$ cat config.mk
export PLATFORM = sky130hd
export DESIGN_NAME = psau_top
export DESIGN_NICKNAME = d
export VERILOG_FILES = /design/src/include/psau_pkg.sv /design/src/rtl/psau_top.sv /design/src/rtl/psau_unlock.sv /design/src/rtl/psau_row_buffer.sv
export SDC_FILE = /design/constraint.sdc
export NUM_CORES = 2
export LEC_CHECK = 0
export BUFFER_PORTS_ARGS = -buffer_cell sky130_fd_sc_hd__buf_2
export CAP_MARGIN = 20
export CORE_MARGIN = 2
export CORE_UTILIZATION = 35
export CTS_BUF_LIST = sky130_fd_sc_hd__clkbuf_8 sky130_fd_sc_hd__clkbuf_16
export CTS_CLUSTER_SIZE = 20
export DETAILED_ROUTE_END_ITERATION = 6
export GPL_TIMING_DRIVEN = 0
export PLACE_DENSITY_LB_ADDON = 0.1
export SLEW_MARGIN = 20
export SYNTH_ARGS = -nofsm -noshare
export SYNTH_HDL_FRONTEND = slang
export SYNTH_SLANG_ARGS = --single-unit
$ cat constraint.sdc
create_clock -name ref_clk -period 7.2 [get_ports ref_clk]
set_input_delay 1.44 -clock ref_clk [delete_from_list [all_inputs] [get_ports ref_clk]]
set_output_delay 1.44 -clock ref_clk [all_outputs]
set_load 0.01 [all_outputs]
$ cat src/include/psau_pkg.sv
// Shared types and constants of the program space access unit.
// Assumes one 100 MHz core clock and a synchronous, active-low reset.
package psau_pkg;
	localparam int unsigned CLK_KHZ = 100000;
	localparam int unsigned FRC_KHZ = 7370;
	localparam int unsigned ROW_OSC_CYCLES = 11064;
	localparam int unsigned PAGE_OSC_CYCLES = 11064;
	localparam int unsigned WORD_OSC_CYCLES = 11064;
	localparam int unsigned BULK_OSC_CYCLES = 11064;
	localparam logic [11:0] OFF_TABLE_PAGE = 12'h000;
	localparam logic [11:0] OFF_WINDOW_PAGE = 12'h004;
	localparam logic [11:0] OFF_CORE_CTRL = 12'h008;
	localparam logic [11:0] OFF_FLASH_CTRL = 12'h00c;
	localparam logic [11:0] OFF_UNLOCK_KEY = 12'h010;
	localparam int unsigned WINDOW_EN_BIT = 2;
	localparam int unsigned WR_BIT = 15;
	localparam int unsigned WRITE_ENABLE_BIT_BIT = 14;
	localparam int unsigned ERR_BIT = 13;
	localparam int unsigned ERASE_BIT = 6;
	localparam logic [7:0] KEY_FIRST = 8'h55;
	localparam logic [7:0] KEY_SECOND = 8'haa;
	localparam logic [3:0] OPC_PAGE_ERASE = 4'h2;
	localparam logic [3:0] OPC_BULK_ERASE = 4'hf;
	localparam logic [3:0] OPC_ROW_PROG = 4'h1;
	localparam logic [3:0] OPC_WORD_PROG = 4'h3;
	localparam logic [23:0] PAGE_ALIGN_MASK = 24'hff_fc00;
	localparam logic [23:0] ROW_ALIGN_MASK = 24'hff_ff80;
	localparam logic [23:0] WORD_ALIGN_MASK = 24'hff_fffe;
	typedef enum logic [2:0] {
		OP_NONE = 3'b000,
		OP_TABLE_READ_LOW = 3'b001,
		OP_TABLE_READ_HIGH = 3'b010,
		OP_TABLE_WRITE_LOW = 3'b011,
		OP_TABLE_WRITE_HIGH = 3'b100,
		OP_DATA_READ = 3'b101
	} psau_op_e;
	typedef enum logic [1:0] {
		NVM_PAGE_ERASE = 2'b00,
		NVM_BULK_ERASE = 2'b01,
		NVM_ROW_PROG = 2'b10,
		NVM_WORD_PROG = 2'b11
	} psau_nvm_e;
	typedef struct packed {
		logic valid;
		psau_op_e op;
		logic byte_mode;
		logic [15:0] effective_address;
		logic [15:0] wdata;
		logic is_move;
		logic in_repeat;
		logic repeat_edge;
	} psau_req_s;
	typedef struct packed {
		logic done;
		logic hit;
		logic [15:0] rdata;
		logic [1:0] extra;
	} psau_rsp_s;
	typedef struct packed {
		logic go;
		psau_nvm_e kind;
		logic [23:0] addr;
	} psau_nvm_cmd_s;
	function automatic int unsigned psau_osc_to_clks(input int unsigned osc);
		longint unsigned t;
		t = (longint'(osc) * CLK_KHZ + FRC_KHZ - 1) / FRC_KHZ;
		return int'(t);
	endfunction
endpackage

$ cat src/rtl/psau_top.sv
// Program space access unit: table reads and writes, the read-only data
// window into program memory, and self-programming control over APB.
// Assumes the core, the APB master and the program memory share ref_clk;
// program memory answers pm_rd within the cycle in which it stands.
//
// Behaviour
// - Word-mode low table read returns program bits 15..0 as data.
// - Byte-mode low table read returns upper byte if select set, else lower.
// - Word-mode high table read returns bits 23..16; data bits 15..8 zero.
// - Byte-mode high table read of the phantom byte returns zero.
// - Page register top bit picks user or configuration memory.
// - Table address is page register bits 7..0 above the effective address.
// - Window and fetch accesses force program address bit 0 to zero.
// - Data read maps to program memory when address bit 15 and enable set.
// - Window address is window page above effective address bits 14..0.
// - Window read costs one extra cycle for two program fetches.
// - Window read returns only the low 16 bits of the program word.
// - Window mapping is suspended while a table operation executes.
// - Outside repeat, window adds one cycle to moves, two to others.
// - In repeat, edge iterations add two cycles, other iterations none.
// - Rows are 64 instructions, pages eight rows, program row or word.
// - Pages and rows align from address zero on their own size.
// - Holding buffers hold 64 instructions filled from one aligned group.
// - Buffer-loading table writes only touch buffers and take two cycles.
// - Core stalls while a program or erase operation runs.
// - Operations last a fixed count of fast oscillator cycles.
// - Setting write-start launches the operation; hardware clears it at end.
// - Start needs key writes 0x55 then 0xAA; otherwise it is rejected.
// - Program and erase are inhibited while write-enable is zero.
// - Improper start sets the sequence error flag; normal completion clears it.
// - Erase codes page and bulk, program codes row and word; others idle.
module psau_top
	import psau_pkg::*;
#(
	parameter int unsigned PADDR_W = 12,
	parameter int unsigned ROW_CLKS = psau_osc_to_clks(ROW_OSC_CYCLES),
	parameter int unsigned PAGE_CLKS = psau_osc_to_clks(PAGE_OSC_CYCLES),
	parameter int unsigned WORD_CLKS = psau_osc_to_clks(WORD_OSC_CYCLES),
	parameter int unsigned BULK_CLKS = psau_osc_to_clks(BULK_OSC_CYCLES)
) (
	input wire logic ref_clk,
	input wire logic rst_n,
	input wire logic psel,
	input wire logic penable,
	input wire logic pwrite,
	input wire logic [PADDR_W-1:0] paddr,
	input wire logic [31:0] pwdata,
	output logic [31:0] prdata,
	output logic pready,
	output logic pslverr,
	input wire psau_req_s core_req,
	output psau_rsp_s core_rsp,
	output logic core_stall,
	output logic pm_rd,
	output logic [23:0] pm_addr,
	input wire logic [23:0] pm_rdata,
	output psau_nvm_cmd_s nvm_cmd,
	output logic nvm_busy,
	input wire logic [5:0] buf_rd_idx,
	output logic [23:0] buf_rd_data
);
	typedef enum logic [2:0] {
		ST_IDLE = 3'b000,
		ST_FETCH1 = 3'b001,
		ST_FETCH2 = 3'b010,
		ST_TREAD = 3'b011,
		ST_TWRITE = 3'b100
	} psau_state_e;

	if (PADDR_W < 5 || ROW_CLKS < 1 || PAGE_CLKS < 1 || WORD_CLKS < 1 || BULK_CLKS < 1)
	begin : g_bad_param
		$error("address too narrow or operation time below one cycle");
	end

	function automatic logic [15:0] read_format(input psau_op_e op, input logic byte_mode,
		input logic bsel, input logic [23:0] w);
		logic [15:0] r;
		r = 16'h0000;
		if (op == OP_TABLE_READ_LOW)
		begin
			if (!byte_mode)
				r = w[15:0];
			else
				r = {8'h00, bsel ? w[15:8] : w[7:0]};
		end
		else if (!byte_mode || !bsel)
			r = {8'h00, w[23:16]};
		else
			r = 16'h0000;
		return r;
	endfunction

	function automatic logic code_valid(input logic erase, input logic [3:0] opc);
		if (erase)
			return opc == OPC_PAGE_ERASE || opc == OPC_BULK_ERASE;
		else
			return opc == OPC_ROW_PROG || opc == OPC_WORD_PROG;
	endfunction

	psau_state_e state_q;
	psau_req_s req_q;
	logic [7:0] table_page_q;
	logic [7:0] window_page_q;
	logic window_en_q;
	logic wr_q;
	logic write_enable_bit_q;
	logic err_q;
	logic erase_q;
	logic [3:0] opc_q;
	logic [31:0] timer_q;
	logic [23:0] last_waddr_q;
	logic pready_q;
	logic pslverr_q;
	logic [31:0] prdata_q;
	psau_rsp_s rsp_q;
	logic pm_rd_q;
	logic [23:0] pm_addr_q;
	psau_nvm_cmd_s nvm_cmd_q;
	logic [23:0] buf_rd_q;

	logic acc_fire;
	logic wr_fire;
	logic addr_ok;
	logic armed;
	logic start_req;
	logic launch;
	logic [23:0] table_addr;
	logic [23:0] window_addr;
	logic window_hit;
	logic buf_wr;
	logic [2:0] buf_lanes;
	logic [23:0] buf_wdata;
	logic [23:0] buf_data;
	logic [1:0] extra;

	assign acc_fire = psel && penable && pready_q;
	assign wr_fire = acc_fire && pwrite;
	assign addr_ok = paddr == PADDR_W'(OFF_TABLE_PAGE) || paddr == PADDR_W'(OFF_WINDOW_PAGE)
		|| paddr == PADDR_W'(OFF_CORE_CTRL) || paddr == PADDR_W'(OFF_FLASH_CTRL)
		|| paddr == PADDR_W'(OFF_UNLOCK_KEY);

	// Table target; bit 23 is the page top bit, so it also selects config space
	assign table_addr = {table_page_q, core_req.effective_address};
	assign window_addr = {1'b0, window_page_q, core_req.effective_address[14:1], 1'b0};
	// Table operations are serialised with window reads in one state machine
	assign window_hit = core_req.op == OP_DATA_READ && core_req.effective_address[15]
		&& window_en_q && state_q == ST_IDLE;

	always_comb
	begin
		if (!core_req.in_repeat)
			extra = core_req.is_move ? 2'd1 : 2'd2;
		else
			extra = core_req.repeat_edge ? 2'd2 : 2'd0;
	end

	// Buffer loading: low half takes bytes 1..0, high half byte 2 unless phantom
	always_comb
	begin
		buf_wr = 1'b0;
		buf_lanes = 3'b000;
		buf_wdata = 24'h00_0000;
		if (state_q == ST_IDLE && core_req.valid && !wr_q)
		begin
			if (core_req.op == OP_TABLE_WRITE_LOW)
			begin
				buf_wr = 1'b1;
				if (!core_req.byte_mode)
				begin
					buf_lanes = 3'b011;
					buf_wdata = {8'h00, core_req.wdata};
				end
				else
				begin
					buf_lanes = core_req.effective_address[0] ? 3'b010 : 3'b001;
					buf_wdata = {8'h00, core_req.wdata[7:0], core_req.wdata[7:0]};
				end
			end
			else if (core_req.op == OP_TABLE_WRITE_HIGH)
			begin
				buf_wr = 1'b1;
				buf_lanes = (core_req.byte_mode && core_req.effective_address[0]) ? 3'b000 : 3'b100;
				buf_wdata = {core_req.wdata[7:0], 16'h0000};
			end
		end
	end

	psau_row_buffer #(
		.WORDS(64),
		.WIDTH(24)
	) u_row_buffer (
		.ref_clk(ref_clk),
		.wr_en(buf_wr),
		.wr_idx(table_addr[6:1]),
		.wr_lanes(buf_lanes),
		.wr_data(buf_wdata),
		.rd_idx(buf_rd_idx),
		.rd_data(buf_data)
	);

	psau_unlock u_unlock (
		.ref_clk(ref_clk),
		.rst_n(rst_n),
		.bus_wr(wr_fire),
		.key_wr(paddr == PADDR_W'(OFF_UNLOCK_KEY)),
		.key_data(pwdata[7:0]),
		.armed(armed)
	);

	assign start_req = wr_fire && paddr == PADDR_W'(OFF_FLASH_CTRL) && pwdata[WR_BIT] && !wr_q;
	assign launch = start_req && armed && pwdata[WRITE_ENABLE_BIT_BIT]
		&& code_valid(pwdata[ERASE_BIT], pwdata[3:0]);

	// APB slave: answer one cycle into the access phase, act on the pready edge
	always_ff @(posedge ref_clk)
	begin
		if (!rst_n)
		begin
			pready_q <= 1'b0;
			pslverr_q <= 1'b0;
			prdata_q <= 32'h0000_0000;
		end
		else
		begin
			pready_q <= psel && penable && !pready_q;
			pslverr_q <= psel && penable && !pready_q && !addr_ok;
			if (psel && penable && !pready_q)
			begin
				if (paddr == PADDR_W'(OFF_TABLE_PAGE))
					prdata_q <= {24'h00_0000, table_page_q};
				else if (paddr == PADDR_W'(OFF_WINDOW_PAGE))
					prdata_q <= {24'h00_0000, window_page_q};
				else if (paddr == PADDR_W'(OFF_CORE_CTRL))
					prdata_q <= 32'(window_en_q) << WINDOW_EN_BIT;
				else if (paddr == PADDR_W'(OFF_FLASH_CTRL))
					prdata_q <= {16'h0000, wr_q, write_enable_bit_q, err_q, 6'h00, erase_q, 2'b00, opc_q};
				else
					prdata_q <= 32'h0000_0000;
			end
		end
	end

	always_ff @(posedge ref_clk)
	begin
		if (!rst_n)
		begin
			table_page_q <= 8'h00;
			window_page_q <= 8'h00;
			window_en_q <= 1'b0;
		end
		else if (wr_fire)
		begin
			if (paddr == PADDR_W'(OFF_TABLE_PAGE))
				table_page_q <= pwdata[7:0];
			else if (paddr == PADDR_W'(OFF_WINDOW_PAGE))
				window_page_q <= pwdata[7:0];
			else if (paddr == PADDR_W'(OFF_CORE_CTRL))
				window_en_q <= pwdata[WINDOW_EN_BIT];
		end
	end

	// Flash control register; fields stay fixed while an operation runs
	always_ff @(posedge ref_clk)
	begin
		if (!rst_n)
		begin
			write_enable_bit_q <= 1'b0;
			erase_q <= 1'b0;
			opc_q <= 4'h0;
		end
		else if (wr_fire && paddr == PADDR_W'(OFF_FLASH_CTRL) && !wr_q)
		begin
			write_enable_bit_q <= pwdata[WRITE_ENABLE_BIT_BIT];
			erase_q <= pwdata[ERASE_BIT];
			opc_q <= pwdata[3:0];
		end
	end

	always_ff @(posedge ref_clk)
	begin
		if (!rst_n)
			err_q <= 1'b0;
		else if (start_req && (!armed || !pwdata[WRITE_ENABLE_BIT_BIT]))
			err_q <= 1'b1;
		else if (wr_q && timer_q == 32'd1)
			err_q <= 1'b0;
	end

	// Operation timer: a fixed count derived from the oscillator cycle figure
	always_ff @(posedge ref_clk)
	begin
		if (!rst_n)
		begin
			wr_q <= 1'b0;
			timer_q <= 32'd0;
			nvm_cmd_q <= '0;
		end
		else
		begin
			nvm_cmd_q.go <= 1'b0;
			if (launch)
			begin
				wr_q <= 1'b1;
				nvm_cmd_q.go <= 1'b1;
				if (pwdata[ERASE_BIT] && pwdata[3:0] == OPC_PAGE_ERASE)
				begin
					timer_q <= PAGE_CLKS;
					nvm_cmd_q.kind <= NVM_PAGE_ERASE;
					nvm_cmd_q.addr <= last_waddr_q & PAGE_ALIGN_MASK;
				end
				else if (pwdata[ERASE_BIT])
				begin
					timer_q <= BULK_CLKS;
					nvm_cmd_q.kind <= NVM_BULK_ERASE;
					nvm_cmd_q.addr <= 24'h00_0000;
				end
				else if (pwdata[3:0] == OPC_ROW_PROG)
				begin
					timer_q <= ROW_CLKS;
					nvm_cmd_q.kind <= NVM_ROW_PROG;
					nvm_cmd_q.addr <= last_waddr_q & ROW_ALIGN_MASK;
				end
				else
				begin
					timer_q <= WORD_CLKS;
					nvm_cmd_q.kind <= NVM_WORD_PROG;
					nvm_cmd_q.addr <= last_waddr_q & WORD_ALIGN_MASK;
				end
			end
			else if (wr_q)
			begin
				timer_q <= timer_q - 32'd1;
				if (timer_q == 32'd1)
					wr_q <= 1'b0;
			end
		end
	end

	// Core side: table reads, window reads and buffer-loading writes
	always_ff @(posedge ref_clk)
	begin
		if (!rst_n)
		begin
			state_q <= ST_IDLE;
			req_q <= '0;
			rsp_q <= '0;
			pm_rd_q <= 1'b0;
			pm_addr_q <= 24'h00_0000;
			last_waddr_q <= 24'h00_0000;
		end
		else
		begin
			rsp_q.done <= 1'b0;
			pm_rd_q <= 1'b0;
			case (state_q)
				ST_IDLE:
				begin
					// The core is held off entirely while the flash is busy
					if (core_req.valid && !wr_q)
					begin
						req_q <= core_req;
						if (core_req.op == OP_TABLE_READ_LOW || core_req.op == OP_TABLE_READ_HIGH)
						begin
							pm_rd_q <= 1'b1;
							pm_addr_q <= {table_addr[23:1], 1'b0};
							state_q <= ST_TREAD;
						end
						else if (core_req.op == OP_TABLE_WRITE_LOW || core_req.op == OP_TABLE_WRITE_HIGH)
						begin
							last_waddr_q <= table_addr;
							state_q <= ST_TWRITE;
						end
						else if (window_hit)
						begin
							pm_rd_q <= 1'b1;
							pm_addr_q <= window_addr;
							rsp_q.extra <= extra;
							state_q <= ST_FETCH1;
						end
						else if (core_req.op != OP_NONE)
						begin
							rsp_q.done <= 1'b1;
							rsp_q.hit <= 1'b0;
							rsp_q.rdata <= 16'h0000;
							rsp_q.extra <= 2'd0;
						end
					end
				end
				ST_FETCH1:
				begin
					pm_rd_q <= 1'b1;
					state_q <= ST_FETCH2;
				end
				ST_FETCH2:
				begin
					rsp_q.done <= 1'b1;
					rsp_q.hit <= 1'b1;
					rsp_q.rdata <= pm_rdata[15:0];
					state_q <= ST_IDLE;
				end
				ST_TREAD:
				begin
					rsp_q.done <= 1'b1;
					rsp_q.hit <= 1'b1;
					rsp_q.extra <= 2'd0;
					rsp_q.rdata <= read_format(req_q.op, req_q.byte_mode,
						req_q.effective_address[0], pm_rdata);
					state_q <= ST_IDLE;
				end
				ST_TWRITE:
				begin
					rsp_q.done <= 1'b1;
					rsp_q.hit <= 1'b1;
					rsp_q.rdata <= 16'h0000;
					rsp_q.extra <= 2'd0;
					state_q <= ST_IDLE;
				end
				default:
				begin
					state_q <= ST_IDLE;
				end
			endcase
		end
	end

	always_ff @(posedge ref_clk)
	begin
		if (!rst_n)
			buf_rd_q <= 24'h00_0000;
		else
			buf_rd_q <= buf_data;
	end

	assign prdata = prdata_q;
	assign pready = pready_q;
	assign pslverr = pslverr_q;
	assign core_rsp = rsp_q;
	assign core_stall = wr_q;
	assign pm_rd = pm_rd_q;
	assign pm_addr = pm_addr_q;
	assign nvm_cmd = nvm_cmd_q;
	assign nvm_busy = wr_q;
	assign buf_rd_data = buf_rd_q;
endmodule

$ cat src/rtl/psau_unlock.sv
// Two-write unlock key sequencer for flash program and erase starts.
// Assumes every register write is reported on bus_wr for exactly one cycle.
module psau_unlock
	import psau_pkg::*;
(
	input wire logic ref_clk,
	input wire logic rst_n,
	input wire logic bus_wr,
	input wire logic key_wr,
	input wire logic [7:0] key_data,
	output logic armed
);
	typedef enum logic [1:0] {
		KEY_IDLE = 2'b00,
		KEY_HALF = 2'b01,
		KEY_ARMED = 2'b10
	} psau_key_e;
	psau_key_e key_q;
	always_ff @(posedge ref_clk)
	begin
		if (!rst_n)
			key_q <= KEY_IDLE;
		else if (bus_wr)
		begin
			// Any write not continuing the sequence drops it
			if (key_wr && key_data == KEY_FIRST)
				key_q <= KEY_HALF;
			else if (key_wr && key_data == KEY_SECOND && key_q == KEY_HALF)
				key_q <= KEY_ARMED;
			else
				key_q <= KEY_IDLE;
		end
	end
	assign armed = (key_q == KEY_ARMED);
endmodule

$ cat src/rtl/psau_row_buffer.sv
// Holding buffers for one program row, written by byte lanes.
// Assumes the reader tolerates one cycle of read latency.
module psau_row_buffer #(
	parameter int unsigned WORDS = 64,
	parameter int unsigned WIDTH = 24
) (
	input wire logic ref_clk,
	input wire logic wr_en,
	input wire logic [$clog2(WORDS)-1:0] wr_idx,
	input wire logic [WIDTH/8-1:0] wr_lanes,
	input wire logic [WIDTH-1:0] wr_data,
	input wire logic [$clog2(WORDS)-1:0] rd_idx,
	output logic [WIDTH-1:0] rd_data
);
	logic [WIDTH-1:0] mem [WORDS];
	if (WIDTH % 8 != 0 || (WORDS & (WORDS - 1)) != 0)
	begin : g_bad_size
		$error("row buffer needs whole bytes and a power-of-two depth");
	end
	always_ff @(posedge ref_clk)
	begin
		for (int i = 0; i < WIDTH / 8; i++)
		begin
			if (wr_en && wr_lanes[i])
				mem[wr_idx][i*8 +: 8] <= wr_data[i*8 +: 8];
		end
	end
	always_ff @(posedge ref_clk)
	begin
		rd_data <= mem[rd_idx];
	end
endmodule

Word-level counts from Yosys, hierarchy flattened
Memories as Yosys holds them, arrays and structs flattened. A register that Yosys moved wholly into a read port is not among the register bits.
Index checks and enable logic that the tools add are counted.
- flip-flop bits (word level): 221
- bits in writable memories: 1536
- input bits: 119
- output and inout bits: 132
- logic and storage cells: 195
- memories kept: 1
- $add $sub $neg: 1
- equality and inequality tests: 31
- muxes and demuxes: 65
- bitwise logic cells: 4
- reduce and logical (&&, ||, !) cells: 64
- memory list (name ; depth ; bits a word ; read ports ; clocked after Yosys merged registers in ; write ports ; line ; text):
    u_row_buffer.mem ; 64 ; 24 ; 1 ; 1 ; 1 ; psau_row_buffer.sv:15 ; logic [WIDTH-1:0] mem [WORDS];
- operators with widths (operator ; number):
    $mux W24 ; 6
    $mux W16 ; 7
    $mux W20 ; 4
    $pmux W18 S4 ; 1
    $mux W18 ; 3
    $mux W26 ; 2
    $eq A32 B1 Y1 const B ; 1
    $sub A32 B1 Y32 const B ; 1
    $logic_and A1 B1 Y1 ; 28
    $mux W27 ; 1
    $mux W25 ; 1
    $eq A12 B4 Y1 const B ; 2
    $mux W3 ; 8
    $mux W1 ; 19
    $mux W2 ; 8
    $mux W8 ; 2
    $eq A12 B3 Y1 const B ; 1
    $eq A12 B5 Y1 const B ; 1
    $eq A3 B2 Y1 const B ; 4
    $logic_not A12 Y1 ; 1
    $reduce_and A4 Y1 ; 3
    $logic_or A1 B1 Y1 ; 10
    $eq A3 B1 Y1 const B ; 3
    $eq A3 B3 Y1 const B ; 3
    25 further kinds ; 45

Logic depth before layout (Yosys ltp)
- word-level depth: 10
- depth in mapped cells: 10
- gate-level depth less buffers: 7

Cells and area by module
A second synthesis with hierarchy kept.
- cells, all modules: 3777
- area, all modules: 68366.8 sq um
- by module, submodules not included (module ; times used ; cells each ; area an instance (sq um) ; sequential area each (sq um)):
    psau_row_buffer ; 1 ; 2849 ; 60100.1 ; 46604.7
    psau_top ; 1 ; 913 ; 8120.3 ; 3903.7
    psau_unlock ; 1 ; 15 ; 146.4 ; 40.0

Worst setup path before layout
Ideal clock, no wire load.
- path kind: input to register
- from: in core_req[39] (netlist name)
- to: mem u_row_buffer.mem[0][10], data pin
- setup time: 0.499 ns
- arrival time: 4.068 ns
- required time: 6.701 ns
- path slack: 2.633 ns
- stages: 6
- path buffers: 2
- cells stage by stage: nand2b_1 > nor4_1 > clkbuf_1 > clkbuf_1 > nand2_1 > nor2_1
- longest elaborated chain between the ends: 3
- RTL lines (element ; line ; text):
    start, declared ; psau_top.sv:51 ; input wire psau_req_s core_req,
    $logic_and A1 B1 Y1 (2 in a row) ; psau_top.sv:163 ; if (state_q == ST_IDLE && core_req.valid && !wr_q)
    $mux W24 ; psau_top.sv:163 ;
    via buf_wdata[10] ; psau_top.sv:132 ; logic [23:0] buf_wdata;
    end, declared ; psau_row_buffer.sv:15 ;
The timed path passes the listed nets, and every way through them passes these cells.

==> results <==
- The number of antenna violations at the first check in global routing is 10.
- The overall via count from detail_route is roughly 36,000.
- The type of the most critical hold path is register to register.
- The maximum fanout encountered on the critical timing path is 10.
- TritonCTS built the clock tree.
- The mean routed wirelength per cell is a little over 30 um.
- The area added between synthesis and finish is 16.55%.
- The worst path arrival time is about 5.6 ns.
- The required time of the critical path is around 8 ns.
- The pin count of the biggest net entering global routing is between 60 and 70.
- The die height is 446.1 um.
- The worst path needs approximately 4.9 ns of the cycle, external delays included.
- The maximum vdd drop is approximately 0.26 mV.
- The tree is rooted in a sky130_fd_sc_hd__clkbuf_16.
- The startpoint-to-endpoint class of the critical path is input pin to register.
- In this run, synthesis produced a sequential element count of ~1,800.
- The sum of overflow across all layers after global routing is 0.
- The arithmetic-cell share of the synthesized area counting full adders, half adders and majority gates is less than 1%.
- For this design, the sink count on the clock tree is 1,757.
- Global routing used between 20% and 30% of the available tracks across all layers.
- The final cell count without fillers is 6,833.
- Setup repair after global routing left no endpoint under its margin.
- Cells with a size suffix above 1 make up 26.56% of the layout.
- In this run the cell area of the synthesized design comes to 68,410 sq um.
- Across the routed clock network, the largest skew measured is 0.02894 ns.
- For this run, the slowest stage of the critical path takes 1.16 ns.
- The max-slew violation count is 0.
- The hold violation total from the final report is 0.
- The gate family responsible for the most delay along the worst path is compound AO/OA/AOI/OAI gates.
- The fraction of the mapped netlist area in simple logic gates is under 10%.
- The via count of the first global-routing pass is around 36,000.
- In the synthesized netlist the dominant register cell turns out to be sky130_fd_sc_hd__edfxtp_1.
- The initialized floorplan defines 162 standard-cell rows.
- The max-cap check violation count is 0.
- Input and output buffers added on the ports amount to ~190.
- The floorplan step set the die width to roughly 450 um.
- The post-placement setup slack is 1.570 ns.
- By area, the combinational part of the netlist is dominated by multiplexers.
- The final reports fail on DRC.
- The most prevalent standard cell on the critical path is sky130_fd_sc_hd__clkbuf_1.
- Before antenna repair, the detailed router went through 7 iterations.
- After Yosys synthesis, XOR and XNOR cells account for 0.3457% of the synthesized area.
- For the worst-skew pair, the clock arrives at the later sink with an insertion delay of about 0.84 ns.
- The count of placed standard cells including taps is between 6,000 and 7,000.
- TritonCTS created between 150 and 200 clock buffers.
- The number of enable-type register cells in the synthesized netlist is 1,536.
- After clock tree synthesis, the clock-pin slew on the worst setup and hold paths is around 0.06 ns.
- The switching fraction of total power is 22.26%.
- The internal portion of total power is approximately 17,000 uW.
- In the post-route analysis, the smallest setup slack over all paths is around 2.3 ns.
- The post-route setup TNS is 0 ns.
- The floorplan step defined a die boundary enclosing between 150,000 and 200,000 sq um.
- The instance area at placement is 73,620 sq um.
- The highest-delay cell along the critical path is sky130_fd_sc_hd__a2111oi_0.
- Wires add up to roughly 210,000 um.
- The sequential element share of the synthesized area is 73.90%.
- The largest buffer count on any clock path is 3.
- The final-stage net count is about 4,200.
- The total net switching power is roughly 4800 uW.
- The number of DRC markers after the initial detailed-route iteration is between 3,000 and 4,000.
- The initial cell density of the core is a little over a third.
- The final setup violation count is 0.
- The core region area is just under 200,000 sq um.
- During I/O placement, the number of pins put on the boundary was about 250.
- The flow ran to the end, but the final reports show violations.
- Each instance of the synthesized netlist takes up on average between 15 and 20 sq um.
- Walking the worst path, the cells encountered are buf_2, clkbuf_1, nand3_1, clkbuf_1, o22ai_1, a2111oi_0, o21ai_0, o31ai_1.
- The detailed-route DRC error count is 4.
- The count of yosys warnings during synthesis is 0.
- The wire length of the first global-routing pass is 292,000 um.
- The fraction of registers with async set or reset after synthesis is 0%.
- The worst setup path is launched from an input pin.
- The combinational share of power is roughly 4.8%.
- The congestion estimate from routability-driven global placement came to between 0.8 and 0.9.
- The maximum clock frequency is 0.2044 GHz.
- The number of antenna-violating nets in the routed design is 0.
- In this run the tightest slew margin relative to its limit is 11.77%.
- STA classifies the critical path endpoint as a register.
- After routing the design area is approximately 80,000 sq um.
- The sequential power share is 51.2%.
- The post-CTS setup buffer count is 0.
- The count of buffer and inverter cells on the critical path is 3.
- Counting distinct cell types in the post-synthesis netlist gives 70.
- The utilization of the core after routing is about two fifths.
- The H-tree was split into 4 levels.
- Once the clock tree was built, the resizer swapped 0 gates to a different size.
- The compound-cell area share of the yosys netlist is under 10%.
- The transition time at the pin with the least slew margin is roughly 1.3 ns.
- The count of mapped cells out of synthesis is about 3,700.
- The post-DP HPWL is ~150,000 um.
- Power spread over the standard cell area amounts to roughly 270 nW/um^2.
- The portion of netlist area occupied by mux cells is 15.31%.
- The static leakage power is between 0.02 and 0.03 uW.
- The final critical path takes up 67.94% of the cycle.
- Hold repair after CTS inserted 0 buffers.
- The number of vias per cell is approximately 5.3.
- Of the total power, the clock network draws between 40 and 50%.
==> state kept, by name, indices dropped and copies added, names as in the netlist, 2 cells and up <==
name,flops
buf_rd_data,24
core_rsp,20
last_waddr_q,23
nvm_cmd,26
opc_q,4
pm_addr,23
prdata,11
req_q,5
state_q,3
table_page_q,8
timer_q,32
u_row_buffer.mem,1536
u_row_buffer.rd_data,24
u_unlock.key_q,2
window_page_q,8
==> cells by family (layout without fill, tap and decap cells) <==
| family | after synthesis | in the layout |
|---|---|---|
| muxes | 533 | 533 |
| other | 1 | 26 |
| DFF | 1757 | 1757 |
| buffers and inverters | 256 | 847 |
| and+or+nand+nor | 776 | 776 |
| adders and majority gates | 2 | 2 |
| AOI/OAI and AO/OA | 323 | 323 |
| xor gates and xnor gates | 27 | 27 |
==> cell usage after synthesis (3+ instances only) <==
cell type                   instances  area [sq um]
sky130_fd_sc_hd__a2111oi_0         24         210.2
sky130_fd_sc_hd__a21boi_0          28         210.2
sky130_fd_sc_hd__a21oi_1           18         90.09
sky130_fd_sc_hd__a222oi_1           8         80.08
sky130_fd_sc_hd__a22oi_1           13         97.59
sky130_fd_sc_hd__and2_1            40         250.2
sky130_fd_sc_hd__and3_1            16         100.1
sky130_fd_sc_hd__and3b_1            6         52.55
sky130_fd_sc_hd__buf_1             26         97.59
sky130_fd_sc_hd__buf_2             54         270.3
sky130_fd_sc_hd__buf_4             46         345.3
sky130_fd_sc_hd__buf_6              8         90.09
sky130_fd_sc_hd__clkbuf_1         113         424.2
sky130_fd_sc_hd__dfxtp_1          221          4424
sky130_fd_sc_hd__edfxtp_1        1536         46120
sky130_fd_sc_hd__inv_1              8         30.03
sky130_fd_sc_hd__mux2_2            35         394.1
sky130_fd_sc_hd__mux2i_1           91         910.9
sky130_fd_sc_hd__mux4_2           407          9166
sky130_fd_sc_hd__nand2_1          193         724.4
sky130_fd_sc_hd__nand2b_1          10         62.56
sky130_fd_sc_hd__nand3_1           19         95.09
sky130_fd_sc_hd__nand3b_1           6         45.04
sky130_fd_sc_hd__nand4_1            6         37.54
sky130_fd_sc_hd__nor2_1           335          1257
sky130_fd_sc_hd__nor2b_1           75         469.2
sky130_fd_sc_hd__nor3_1            14         70.07
sky130_fd_sc_hd__nor3_2             3         30.03
sky130_fd_sc_hd__nor3b_1            6         45.04
sky130_fd_sc_hd__nor4_1             7         43.79
sky130_fd_sc_hd__nor4b_1            3         26.28
sky130_fd_sc_hd__nor4bb_1           3         30.03
sky130_fd_sc_hd__o211a_1           10         100.1
sky130_fd_sc_hd__o21a_1            12         90.09
sky130_fd_sc_hd__o21ai_0           57         285.3
sky130_fd_sc_hd__o21ai_1           15         75.07
sky130_fd_sc_hd__o22ai_1           94         588.1
sky130_fd_sc_hd__o2bb2ai_1         11         96.34
sky130_fd_sc_hd__o31ai_1           24         180.2
sky130_fd_sc_hd__or2_2              3         18.77
sky130_fd_sc_hd__or3_1              6         37.54
sky130_fd_sc_hd__or3b_2             3         26.28
sky130_fd_sc_hd__or4_1              3         22.52
sky130_fd_sc_hd__xnor2_1           12         105.1
sky130_fd_sc_hd__xor2_1            15         131.4
==> per-stage QoR <==
stage               total power [uW]  hold WS, ns
floorplan                      11780       0.4119
global placement               12250       0.4197
detailed placement             12280       0.4201
CTS                            21730       0.4352
global route                   22160       0.4464
finish                         21550       0.4324
==> routing by layer <==
| metal | global-route usage, % | part of all wire (%) | up-vias |
|---|---|---|---|
| li1 | - | - | 15560 |
| met1 | 30.41 | 45 | 19420 |
| met2 | 32.77 | 46 | 1166 |
| met3 | 3.599 | 6.0 | 263 |
| met4 | 6.629 | 3.1 | 2 |
| met5 | 0 | 0.0061 | - |
==> worst paths after layout <==
path,depth (start not counted),end,from,slack (ns)
max reg2reg,7,u_row_buffer.mem[25][17]$_DFFE_PP_,core_stall$_SDFF_PN0_,2.61
min,1,buf_rd_data[15]$_SDFF_PN0_,u_row_buffer.rd_data[15]$_DFF_P_,0.43
min reg2reg,1,buf_rd_data[15]$_SDFF_PN0_,u_row_buffer.rd_data[15]$_DFF_P_,0.43
max,8,u_row_buffer.rd_data[6]$_DFF_P_,buf_rd_idx[4],2.31
==> layout make-up <==
type	instances	area [sq um]
multi-input cells	1684	16920
clock inverters	151	996.0
inverters	8	30.03
well taps	2542	3181
repair buffers	233	1738
plain buffers	248	1242
clock buffers	207	5067
diodes	3	7.507
fillers	17450	114900
flip-flops and latches	1757	50550
==> power groups by stage <==
| stage | clock network, uW | registers [uW] | logic (uW) |
|---|---|---|---|
| finish | 9490 | 11000 | 1030 |
| global route | 10000 | 11000 | 1080 |
| CTS | 9670 | 11000 | 1030 |
| detailed placement | 0 | 11200 | 1030 |
| global placement | 0 | 11300 | 996 |
| floorplan | 0 | 11300 | 528 |
==> layout by cell type, fill, tap and decap left out, types with 56 or more instances in the layout <==
cell type	Yosys	layout
sky130_fd_sc_hd__mux4_2	407	407
sky130_fd_sc_hd__mux2i_1	91	91
sky130_fd_sc_hd__nor2b_1	75	75
sky130_fd_sc_hd__o21ai_0	57	56
sky130_fd_sc_hd__nor2_1	335	308
sky130_fd_sc_hd__buf_2	54	248
sky130_fd_sc_hd__clkbuf_16	0	197
sky130_fd_sc_hd__edfxtp_1	1536	1536
sky130_fd_sc_hd__o22ai_1	94	94
sky130_fd_sc_hd__dfxtp_1	221	221
sky130_fd_sc_hd__inv_1	8	60
sky130_fd_sc_hd__clkbuf_1	113	108
sky130_fd_sc_hd__nand2_1	193	193
Power figures use the tool's default switching activity.
